`config.mk`:
```
export PLATFORM = sky130hd
export DESIGN_NAME = ics_sequencer
export DESIGN_NICKNAME = d
export VERILOG_FILES = /design/src/common/ics_pkg.sv /design/src/verilog/ics_sequencer.sv /design/src/verilog/ics_sync.sv
export SDC_FILE = /design/constraint.sdc
export NUM_CORES = 1
export LEC_CHECK = 0
export BUFFER_PORTS_ARGS = -buffer_cell sky130_fd_sc_hd__buf_2
export CAP_MARGIN = 25
export CORE_ASPECT_RATIO = 0.8
export CORE_UTILIZATION = 57
export DETAILED_ROUTE_END_ITERATION = 10
export GPL_TIMING_DRIVEN = 0
export PLACE_DENSITY = 0.79
export SKIP_LAST_GASP = 1
export SYNTH_ARGS = -nofsm -noshare
export SYNTH_HDL_FRONTEND = slang
export SYNTH_SLANG_ARGS = --single-unit
```
`constraint.sdc`:
```
create_clock -name pclk -period 5 [get_ports pclk]
set_input_delay 1 -clock pclk [delete_from_list [all_inputs] [get_ports pclk]]
set_output_delay 1 -clock pclk [all_outputs]
set_load 0.01 [all_outputs]
```
`src/common/ics_pkg.sv`:
```
// Package: register map, field positions and timing counts of the two-wire bus sequencer
package ics_pkg;

  // ----------------------------------------------------------------
  // Register byte addresses
  // ----------------------------------------------------------------
  localparam logic [7:0] ADDR_CONTROL    = 8'h00;
  localparam logic [7:0] ADDR_OWN_ADDR   = 8'h04;
  localparam logic [7:0] ADDR_STATUS     = 8'h08;
  localparam logic [7:0] ADDR_IRQ_ENABLE = 8'h0c;
  localparam logic [7:0] ADDR_IRQ_CLEAR  = 8'h10;
  localparam logic [7:0] ADDR_TX_DATA    = 8'h14;
  localparam logic [7:0] ADDR_RX_DATA    = 8'h18;
  localparam logic [7:0] ADDR_MISC       = 8'h1c;

  // ----------------------------------------------------------------
  // Control register fields
  // ----------------------------------------------------------------
  localparam int BIT_ENABLE     = 15;
  localparam int BIT_IDLE_STOP  = 13;
  localparam int BIT_RELEASE    = 12;
  localparam int BIT_STRICT     = 11;
  localparam int BIT_LONG_ADDR  = 10;
  localparam int BIT_SLEW       = 9;
  localparam int BIT_LEVELS     = 8;
  localparam int BIT_GCALL      = 7;
  localparam int BIT_STRETCH    = 6;
  localparam int BIT_ACK_VALUE  = 5;
  localparam int BIT_ACK_REQ    = 4;
  localparam int BIT_RX_REQ     = 3;
  localparam int BIT_STOP_REQ   = 2;
  localparam int BIT_RSTART_REQ = 1;
  localparam int BIT_START_REQ  = 0;
  localparam logic [15:0] CONTROL_RESET = 16'h1000;
  localparam logic [15:0] CONTROL_MASK  = 16'hbfff;

  // ----------------------------------------------------------------
  // Status / interrupt bits
  // ----------------------------------------------------------------
  localparam int ST_SEQ_DONE  = 0;
  localparam int ST_GCALL     = 1;
  localparam int ST_ADDR_HIT  = 2;
  localparam int ST_RX_BYTE   = 3;
  localparam int ST_WIDTH     = 4;

  // ----------------------------------------------------------------
  // Timing: half period of the generated serial clock
  // ----------------------------------------------------------------
  localparam int CLK_MHZ      = 25;
  localparam int HALF_BIT_NS  = 5000;
  localparam int HALF_BIT_CYC = (HALF_BIT_NS * CLK_MHZ) / 1000;

  typedef enum logic [3:0] {
    SEQ_IDLE   = 4'b0000,
    SEQ_ST_A   = 4'b0001,
    SEQ_ST_B   = 4'b0010,
    SEQ_RS_A   = 4'b0011,
    SEQ_RS_B   = 4'b0100,
    SEQ_SP_A   = 4'b0101,
    SEQ_SP_B   = 4'b0110,
    SEQ_BIT_LO = 4'b0111,
    SEQ_BIT_HI = 4'b1000,
    SEQ_SP_C   = 4'b1001
  } ics_seq_t;

  // Line drive toward the pads
  typedef struct packed {
    logic scl_oe;
    logic sda_oe;
  } ics_pins_t;

endpackage : ics_pkg

```
`src/verilog/ics_sequencer.sv`:
```
// Module: control logic of a two-wire serial bus sequencer behind an APB slave
//
// Notes on behaviour
// - Enable bit 15 hands both lines to the module; clear returns them to port.
// - Idle-stop bit 13 halts the module in Idle mode, else continues.
// - Slave: release bit 12 (reset 1) low holds clock low, high releases.
// - Stretch on: release R/W; cleared at slave transmit start and receive end.
// - Stretch off: software can only set release; cleared at transmit start.
// - Stretch enable bit 6 permits software and receive stretching.
// - Strict bit 11 blocks reserved addresses for 7-bit own address response only.
// - Address width bit 10 picks 10-bit or 7-bit own address compare.
// - General call enable bit 7 raises interrupt on general call, else ignored.
// - Receive request bit 3 receives one byte; cleared after eighth bit.
// - Stop request bit 2 generates Stop; cleared when done.
// - Start request bit 0 generates Start; cleared when done.
// - Control bits 31-16 and bit 14 read zero.
//
// Local design decisions: register access over APB and the register addresses.
`timescale 1ns/10ps
`default_nettype none
module ics_sequencer
  import ics_pkg::*;
#(
  parameter int HALF_CYC = HALF_BIT_CYC
) (
  input  wire logic        pclk,
  input  wire logic        presetn,
  input  wire logic        psel,
  input  wire logic        penable,
  input  wire logic        pwrite,
  input  wire logic [7:0]  paddr,
  input  wire logic [31:0] pwdata,
  output logic      [31:0] prdata,
  output logic             pready,
  output logic             pslverr,
  input  wire logic        idle_mode,
  input  wire logic        serial_clock_line_in,
  output logic             serial_clock_line_out,
  output logic             serial_clock_line_oe,
  input  wire logic        serial_data_line_in,
  output logic             serial_data_line_out,
  output logic             serial_data_line_oe,
  output logic             pins_owned,
  output logic             irq
);

  // ----------------------------------------------------------------
  // State
  // ----------------------------------------------------------------
  logic [15:0]         control,     next_control;
  logic [9:0]          own_slave_address, next_own_slave_address;
  logic [ST_WIDTH-1:0] status,      next_status;
  logic [ST_WIDTH-1:0] irq_enable,  next_irq_enable;
  logic [7:0]          receive_shift_register, next_receive_shift_register;
  logic [7:0]          rx_data,     next_rx_data;
  logic [2:0]          bitcnt,      next_bitcnt;
  logic [15:0]         timer,       next_timer;
  ics_seq_t            seq,         next_seq;
  ics_pins_t           drive,       next_drive;
  logic                rx_phase,    next_rx_phase;
  logic [31:0]         next_prdata;
  // Slave-side tracking
  logic [3:0]          sl_cnt,      next_sl_cnt;
  logic [7:0]          sl_shift,    next_sl_shift;
  logic                sl_active,   next_sl_active;
  logic                sl_addr_ph,  next_sl_addr_ph;
  logic                sl_tx,       next_sl_tx;
  logic                scl_d,       next_scl_d;
  logic                sda_d,       next_sda_d;
  logic [1:0]          pin_sync;
  logic                scl_s, sda_s;

  // ----------------------------------------------------------------
  // Pin inputs pass two flip-flops before use
  // ----------------------------------------------------------------
  ics_sync #(.W(2)) u_sync (
    .pclk    (pclk),
    .presetn (presetn),
    .d       ({serial_clock_line_in, serial_data_line_in}),
    .q       (pin_sync)
  );
  assign scl_s = pin_sync[1];
  assign sda_s = pin_sync[0];

  // Reserved address space: 0000xxx and 1111xxx
  function automatic logic is_reserved(input logic [6:0] a);
    return (a[6:3] == 4'h0) || (a[6:3] == 4'hf);
  endfunction : is_reserved

  // ----------------------------------------------------------------
  // Derived conditions
  // ----------------------------------------------------------------
  logic apb_wr, apb_rd, running, scl_rise, scl_fall, start_seen, stop_seen;
  logic addr_match, gcall_hit, sl_byte_done;
  assign apb_wr     = psel && penable && pwrite;
  assign apb_rd     = psel && !penable && !pwrite;
  // Idle mode halts sequencing when idle-stop is set
  assign running    = control[BIT_ENABLE] && !(control[BIT_IDLE_STOP] && idle_mode);
  assign scl_rise   = scl_s && !scl_d;
  assign scl_fall   = !scl_s && scl_d;
  assign start_seen = scl_s && sda_d && !sda_s;
  assign stop_seen  = scl_s && !sda_d && sda_s;
  assign sl_byte_done = scl_fall && (sl_cnt == 4'd8);
  // 10-bit mode matches the 11110 prefix and the top two address bits
  assign addr_match = control[BIT_LONG_ADDR] ?
                      (sl_shift[7:3] == 5'b11110 && sl_shift[2:1] == own_slave_address[9:8]) :
                      (sl_shift[7:1] == own_slave_address[6:0] &&
                       !(control[BIT_STRICT] && is_reserved(sl_shift[7:1])));
  assign gcall_hit  = sl_shift == 8'h00;

  // ----------------------------------------------------------------
  // Slave-side bus observer: frames, address phase, byte counting
  // ----------------------------------------------------------------
  always_comb begin
    next_scl_d      = scl_s;
    next_sda_d      = sda_s;
    next_sl_cnt     = sl_cnt;
    next_sl_shift   = sl_shift;
    next_sl_active  = sl_active;
    next_sl_addr_ph = sl_addr_ph;
    next_sl_tx      = sl_tx;
    if (!running || stop_seen) begin
      next_sl_active  = 1'b0;
      next_sl_addr_ph = 1'b0;
      next_sl_cnt     = 4'd0;
    end else if (start_seen) begin
      next_sl_addr_ph = 1'b1;
      next_sl_cnt     = 4'd0;
    end else begin
      if (scl_rise && sl_cnt < 4'd8) begin
        next_sl_shift = {sl_shift[6:0], sda_s};
        next_sl_cnt   = sl_cnt + 4'd1;
      end
      if (sl_byte_done) begin
        next_sl_cnt = 4'd9;
        if (sl_addr_ph) begin
          next_sl_addr_ph = 1'b0;
          next_sl_active  = addr_match || (gcall_hit && control[BIT_GCALL]);
          next_sl_tx      = addr_match && sl_shift[0];
        end
      end else if (scl_fall && sl_cnt == 4'd9) begin
        next_sl_cnt = 4'd0;
      end
    end
  end

  // ----------------------------------------------------------------
  // Master sequence engine: start, repeated start, stop, receive, ack
  // ----------------------------------------------------------------
  logic       seq_done;
  logic [4:0] done_mask;
  always_comb begin
    next_seq      = seq;
    next_timer    = timer;
    next_drive    = drive;
    next_bitcnt   = bitcnt;
    next_rx_phase = rx_phase;
    next_receive_shift_register = receive_shift_register;
    seq_done      = 1'b0;
    done_mask     = 5'b00000;
    if (!running) begin
      next_seq   = SEQ_IDLE;
      next_drive = '0;
    end else if (timer != 16'h0000) begin
      next_timer = timer - 16'h0001;
    end else begin
      next_timer = 16'(HALF_CYC - 1);
      unique case (seq)
        SEQ_IDLE: begin
          if (control[BIT_START_REQ]) begin
            // No master transmit here, so strict mode has no address to block
            next_seq = SEQ_ST_A;
          end else if (control[BIT_RSTART_REQ]) begin
            next_seq = SEQ_RS_A;
            next_drive.sda_oe = 1'b0;
          end else if (control[BIT_STOP_REQ]) begin
            next_seq = SEQ_SP_A;
            next_drive.sda_oe = 1'b1;
          end else if (control[BIT_RX_REQ]) begin
            next_seq = SEQ_BIT_LO;
            next_bitcnt = 3'd7;
            next_rx_phase = 1'b1;
            next_drive.sda_oe = 1'b0;
          end else if (control[BIT_ACK_REQ]) begin
            next_seq = SEQ_BIT_LO;
            next_rx_phase = 1'b0;
            next_drive.sda_oe = !control[BIT_ACK_VALUE];
          end else begin
            next_timer = 16'h0000;
          end
        end
        SEQ_ST_A: begin
          next_drive.sda_oe = 1'b1;
          next_seq = SEQ_ST_B;
        end
        SEQ_ST_B: begin
          next_drive.scl_oe = 1'b1;
          next_seq = SEQ_IDLE;
          seq_done = 1'b1;
          done_mask[BIT_START_REQ] = 1'b1;
        end
        SEQ_RS_A: begin
          next_drive.scl_oe = 1'b0;
          next_seq = SEQ_RS_B;
        end
        SEQ_RS_B: begin
          next_drive.sda_oe = 1'b1;
          next_seq = SEQ_ST_B;
          done_mask[BIT_RSTART_REQ] = 1'b1;
        end
        SEQ_SP_A: begin
          next_drive.scl_oe = 1'b0;
          next_seq = SEQ_SP_B;
        end
        SEQ_SP_B: begin
          next_drive.sda_oe = 1'b0;
          next_seq = SEQ_SP_C;
        end
        SEQ_SP_C: begin
          next_seq = SEQ_IDLE;
          seq_done = 1'b1;
          done_mask[BIT_STOP_REQ] = 1'b1;
        end
        SEQ_BIT_LO: begin
          next_drive.scl_oe = 1'b0;
          next_seq = SEQ_BIT_HI;
        end
        SEQ_BIT_HI: begin
          next_drive.scl_oe = 1'b1;
          if (rx_phase) begin
            next_receive_shift_register = {receive_shift_register[6:0], sda_s};
            if (bitcnt == 3'd0) begin
              next_seq = SEQ_IDLE;
              seq_done = 1'b1;
              done_mask[BIT_RX_REQ] = 1'b1;
            end else begin
              next_bitcnt = bitcnt - 3'd1;
              next_seq = SEQ_BIT_LO;
            end
          end else begin
            next_drive.sda_oe = 1'b0;
            next_seq = SEQ_IDLE;
            seq_done = 1'b1;
            done_mask[BIT_ACK_REQ] = 1'b1;
          end
        end
        default: next_seq = SEQ_IDLE;
      endcase
    end
    // Slave stretch: hold clock low while release is clear
    if (running && seq == SEQ_IDLE && sl_active && !control[BIT_RELEASE])
      next_drive.scl_oe = 1'b1;
    else if (running && seq == SEQ_IDLE && sl_active)
      next_drive.scl_oe = 1'b0;
  end

  // ----------------------------------------------------------------
  // Register file: control with hardware clears, address, interrupts
  // ----------------------------------------------------------------
  logic rel_hw_clr, sl_tx_begin, sl_rx_end;
  assign sl_tx_begin = sl_byte_done && sl_addr_ph && addr_match && sl_shift[0];
  assign sl_rx_end   = sl_byte_done && !sl_addr_ph && sl_active && !sl_tx;
  assign rel_hw_clr  = sl_tx_begin || (control[BIT_STRETCH] && sl_rx_end);
  always_comb begin
    next_control           = control;
    next_own_slave_address = own_slave_address;
    next_irq_enable        = irq_enable;
    next_status            = status;
    next_rx_data           = rx_data;
    next_prdata            = 32'h0000_0000;
    if (apb_wr) begin
      unique case (paddr)
        ADDR_CONTROL: begin
          next_control = pwdata[15:0] & CONTROL_MASK;
          // Without stretch enable the release bit can only be set
          if (!control[BIT_STRETCH])
            next_control[BIT_RELEASE] = control[BIT_RELEASE] | pwdata[BIT_RELEASE];
        end
        ADDR_OWN_ADDR:   next_own_slave_address = pwdata[9:0];
        ADDR_IRQ_ENABLE: next_irq_enable = pwdata[ST_WIDTH-1:0];
        ADDR_IRQ_CLEAR:  next_status = status & ~pwdata[ST_WIDTH-1:0];
        default: ;
      endcase
    end
    next_control = next_control & ~{11'h000, done_mask};
    if (rel_hw_clr)
      next_control[BIT_RELEASE] = 1'b0;
    // Sticky events win over a clear in the same cycle
    if (seq_done)
      next_status[ST_SEQ_DONE] = 1'b1;
    if (sl_byte_done && sl_addr_ph && gcall_hit && control[BIT_GCALL])
      next_status[ST_GCALL] = 1'b1;
    if (sl_byte_done && sl_addr_ph && addr_match)
      next_status[ST_ADDR_HIT] = 1'b1;
    if (done_mask[BIT_RX_REQ]) begin
      next_status[ST_RX_BYTE] = 1'b1;
      next_rx_data = next_receive_shift_register;
    end
    if (apb_rd) begin
      unique case (paddr)
        ADDR_CONTROL:    next_prdata = {16'h0000, control};
        ADDR_OWN_ADDR:   next_prdata = {22'h000000, own_slave_address};
        ADDR_STATUS:     next_prdata = {28'h0000000, status};
        ADDR_IRQ_ENABLE: next_prdata = {28'h0000000, irq_enable};
        ADDR_RX_DATA:    next_prdata = {24'h000000, rx_data};
        ADDR_MISC:       next_prdata = {28'h0000000, seq};
        default:         next_prdata = 32'h0000_0000;
      endcase
    end
  end

  // ----------------------------------------------------------------
  // Registers
  // ----------------------------------------------------------------
  always_ff @(posedge pclk or negedge presetn) begin
    if (!presetn) begin
      control                <= CONTROL_RESET;
      own_slave_address      <= 10'h000;
      status                 <= '0;
      irq_enable             <= '0;
      rx_data                <= 8'h00;
      receive_shift_register <= 8'h00;
      bitcnt                 <= 3'd0;
      timer                  <= 16'h0000;
      seq                    <= SEQ_IDLE;
      drive                  <= '0;
      rx_phase               <= 1'b0;
      prdata                 <= 32'h0000_0000;
      sl_cnt                 <= 4'd0;
      sl_shift               <= 8'h00;
      sl_active              <= 1'b0;
      sl_addr_ph             <= 1'b0;
      sl_tx                  <= 1'b0;
      scl_d                  <= 1'b1;
      sda_d                  <= 1'b1;
      pready                 <= 1'b0;
      pins_owned             <= 1'b0;
      irq                    <= 1'b0;
      serial_clock_line_oe   <= 1'b0;
      serial_data_line_oe    <= 1'b0;
    end else begin
      control                <= next_control;
      own_slave_address      <= next_own_slave_address;
      status                 <= next_status;
      irq_enable             <= next_irq_enable;
      rx_data                <= next_rx_data;
      receive_shift_register <= next_receive_shift_register;
      bitcnt                 <= next_bitcnt;
      timer                  <= next_timer;
      seq                    <= next_seq;
      drive                  <= next_drive;
      rx_phase               <= next_rx_phase;
      prdata                 <= next_prdata;
      sl_cnt                 <= next_sl_cnt;
      sl_shift               <= next_sl_shift;
      sl_active              <= next_sl_active;
      sl_addr_ph             <= next_sl_addr_ph;
      sl_tx                  <= next_sl_tx;
      scl_d                  <= next_scl_d;
      sda_d                  <= next_sda_d;
      pready                 <= psel && !penable;  // No wait state, ready in first access cycle
      pins_owned             <= next_control[BIT_ENABLE];
      irq                    <= |(next_status & next_irq_enable);
      serial_clock_line_oe   <= next_control[BIT_ENABLE] && next_drive.scl_oe;
      serial_data_line_oe    <= next_control[BIT_ENABLE] && next_drive.sda_oe;
    end
  end

  // Open drain: the pad only ever pulls low
  assign serial_clock_line_out = 1'b0;
  assign serial_data_line_out  = 1'b0;
  assign pslverr               = 1'b0;

endmodule : ics_sequencer
`default_nettype wire

```
`src/verilog/ics_sync.sv`:
```
// Module: two-flip-flop synchroniser for a group of pin levels
`timescale 1ns/10ps
`default_nettype none
module ics_sync #(
  parameter int W = 2
) (
  input  wire logic         pclk,
  input  wire logic         presetn,
  input  wire logic [W-1:0] d,
  output logic      [W-1:0] q
);
  logic [W-1:0] meta;

  // ----------------------------------------------------------------
  // Two stages; the first is read only by the second
  // ----------------------------------------------------------------
  always_ff @(posedge pclk or negedge presetn) begin
    if (!presetn) begin
      meta <= {W{1'b1}};
      q    <= {W{1'b1}};
    end else begin
      meta <= d;
      q    <= meta;
    end
  end
endmodule : ics_sync
`default_nettype wire

```
==> impl_metrics.csv <==
group,metric,value,unit
synthesis,synthFlopType,"dfrtp_1",
timing,worst_pin_slew,1036,ps
final_layout,final_common_cell,"dfrtp_1",
cts,postCtsSetupBuffers,0,
synthesis,async_flop_share,100.0,%
place,routabilityCongestion,0.8885,
worst_setup_path,start_kind,"primary input",
die,die_area,10420,sq um
synthesis,synthCells,525,
route,avgViaCountPerCell,5.765,
worst_setup_path,critPathMaxFanout,4,
cts,cts_tree,"yes",
global_routing,overflow,0,
worst_setup_path,required,5280,ps
timing,rsz0062_at_grt,"no",
pwr,intPower,1.923,mW
worst_setup_path,cp-end-kind,"flip-flop",
worst_setup_path,crit_family,"simple AND/OR/NAND/NOR gates",
die,io_pins,88,
place,placed_cells,731,
global_routing,antenna_found_initial,0,
cts,cts_buffer_depth,2,
outcome,status,"finished, final reports clean",
pwr,pwr-share-seq,38.8,%
timing,slew_violations,0,
cts,clkLatencyLatePin,420,ps
pwr,power_frac_comb,10.2,%
timing,fin_crit_sh,59.54,%
die,die_y,91.51,microns
synthesis,ys_ff_latch,114,
global_routing,grt_max_degree,61,
worst_setup_path,crit_chain,"buf_2 > or4b_1 > buf_2 > nor4_4 > mux2_2 > o31a_1 > a2111o_1",
route,drc,0,
final_layout,final_core_utilization,70.79,%
timing,fin_setup_tns,0,ps
worst_setup_path,critPathBufInv,2,
timing,fin_crit,2977,ps
worst_setup_path,crit_top_cell,"buf_2",
timing,clock.fmax,0.3359,GHz
route,totalWireLength,13.33,mm
route,drt-wirelength-per-cell,17.46,microns
route,drt_pre_antenna_iters,5,
cts,hold_buffers,0,
pwr,switching_share,23.75,%
route,detail-route-antenna-nets,0,
pwr,power.density,367.8,nW/um^2
worst_setup_path,worstPathArrival,3260,ps
pwr,peakVddDrop,239.3,uV
min_path,hp-class,"flip-flop to flip-flop",
final_layout,fin_nets,669,
synthesis,synth_area,5708,sq um
pwr,p_sw,0.5992,mW
synthesis,syn_area_per_cell,10.87,sq um
timing,setup_viol,0,
timing,slew_headroom,29.96,%
job,maxCapViolations,0,
final_layout,drive_above_1_share,29.51,%
global_routing,grt_first_pass_wirelength,21.76,mm
cts,cts-root-buf,"clkbuf_16",
die,initial_utilization,58.91,%
cts,cts_htree_levels,4,
cts,clk_pin_slew,50,ps
route,drt_iter0_markers,360,
worst_setup_path,max_stage_delay,540,ps
cts,cts.sinks,114,
synthesis,synth.distinct_cells,70,
synthesis,synth_edf_count,0,
place,io_buffers,50,
global_routing,grt_pass1_vias,4255,
die,core_area,9689,sq um
die,die_x,113.9,microns
final_layout,fin_cells,763,
final_layout,area_growth,20.17,%
pwr,clockPowerShare,51.0,%
final_layout,antenna-diode-count,0,
route,dr_total_vias,4399,
global_routing,grt.total_usage,27.82,%
timing,hold_viol,0,
cts,cts_buffers,17,
timing,fin_skew,8.717,ps
worst_setup_path,worstSetupPathType,"primary input to flip-flop",
place,hpwl,9.349,mm
synthesis,seq_area_frac_synth,50.13,%
pwr,leakagePower,3.376,nW
die,rows,32,
cts,cts_resized,0,
final_layout,mostFrequentLayoutCells,"107 x dfrtp_1, 60 x buf_2, 48 x mux2_2, 42 x nand2_1, 41 x nor2_1",
synthesis,yosysWarnings,0,
worst_setup_path,crit_slowest_cell,"or4b_1",
==> logic make-up (layout without fill, tap and decap cells) <==
kind of cell	Yosys count	after routing	synth area share, %
compound gates	98	98	11.90
other cells	1	20	0.06570
fa+ha+maj	7	7	1.534
xor+xnor	22	22	3.376
simple gates	172	172	16.94
flops	114	114	50.13
mux	54	54	10.61
buf+inv	57	140	5.436
==> stage by stage <==
| stage | worst slack (ps) | power, mW | instance area, sq um | hold WS (ps) |
|---|---|---|---|---|
| 2_1_floorplan | 2014 | 1.164 | 5779 | 345.2 |
| 3_3_place_gp | 1658 | 1.231 | 6200 | 345.5 |
| 3_5_place_dp | 1671 | 1.246 | 6230 | 346.8 |
| 4_1_cts | 2058 | 2.524 | 6859 | 351.0 |
| 5_1_grt | 1972 | 2.605 | 6859 | 359.6 |
| 6_report | 2023 | 2.522 | 6859 | 350.4 |
==> registers in the layout, indices dropped and copies added (netlist names), 7 cells and up <==
signal and flops:
control 15, own_slave_address 10, prdata 15, receive_shift_register 7
rx_data 8, sl_shift 8, timer 16
==> synthesized netlist by cell type (3+ instances only) <==
cell / number / area share [%]
a22oi_1: 13 / 1.7
nor3_1: 10 / 0.88
a31oi_1: 9 / 0.99
nor3b_1: 4 / 0.53
ha_1: 7 / 1.5
nand2_1: 42 / 2.8
xnor2_1: 8 / 1.2
or3_1: 6 / 0.66
a211oi_1: 4 / 0.53
nor4_4: 3 / 1.1
buf_4: 20 / 2.6
nor4_1: 8 / 0.88
xor2_1: 14 / 2.1
nor2b_1: 9 / 0.99
dfstp_2: 7 / 3.2
inv_1: 17 / 1.1
nor2_1: 41 / 2.7
a21oi_1: 19 / 1.7
o21ai_0: 20 / 1.8
clkbuf_1: 6 / 0.39
a21boi_0: 3 / 0.39
and3_1: 8 / 0.88
nand4_1: 4 / 0.44
mux2i_1: 5 / 0.88
or4_1: 4 / 0.53
dfrtp_1: 107 / 47
buf_2: 11 / 0.96
mux2_2: 48 / 9.5
o31ai_1: 3 / 0.39
nor4b_1: 3 / 0.46
nand3_1: 9 / 0.79
==> area by class of cell <==
type                    count  area (sq um)
flip-flops and latches    114          2861
fillers                   708          2830
multi-input cells         373          2608
clock buffers              22         474.2
repair buffers             51         280.3
plain buffers              40         246.5
well taps                 136         170.2
clock inverters            10         155.1
inverters                  17         63.81
==> path summary, 6_finish.rpt <==
check / start / end / slack [ps] / cells after the start
setup / recovery: paddr[5] / irq / 2020 / 7
setup reg to reg: seq[1] / receive_shift_register[6] / 2360 / 5
hold reg to reg: u_sync.meta[1] / u_sync.q[1] / 350 / 0
hold / removal: u_sync.meta[1] / u_sync.q[1] / 350 / 0
max in group asynchronous: presetn / control[6] / 3650 / 2
min in group asynchronous: presetn / timer[2] / 630 / 1
==> layer usage <==
metal  routed length (microns)  global-route usage [%]  part of all wire, %  vias to the layer above
met5                         0                       0                    0                        -
met2                      6125                   42.12                   46                      162
met1                      5994                   39.27                   45                     2169
met3                      1012                   6.609                  7.6                       22
met4                       192                   9.632                  1.4                        0
li1                          -                       -                    -                     2046
==> power by group through the flow <==
stage / combinational (mW) / clock [mW] / sequential [mW]
floorplan: 0.179 / 0 / 0.985
global placement: 0.241 / 0 / 0.990
detailed placement: 0.254 / 0 / 0.992
CTS: 0.256 / 1.29 / 0.977
global route: 0.287 / 1.34 / 0.981
finish: 0.259 / 1.29 / 0.978
Power figures use the tool's default switching activity.
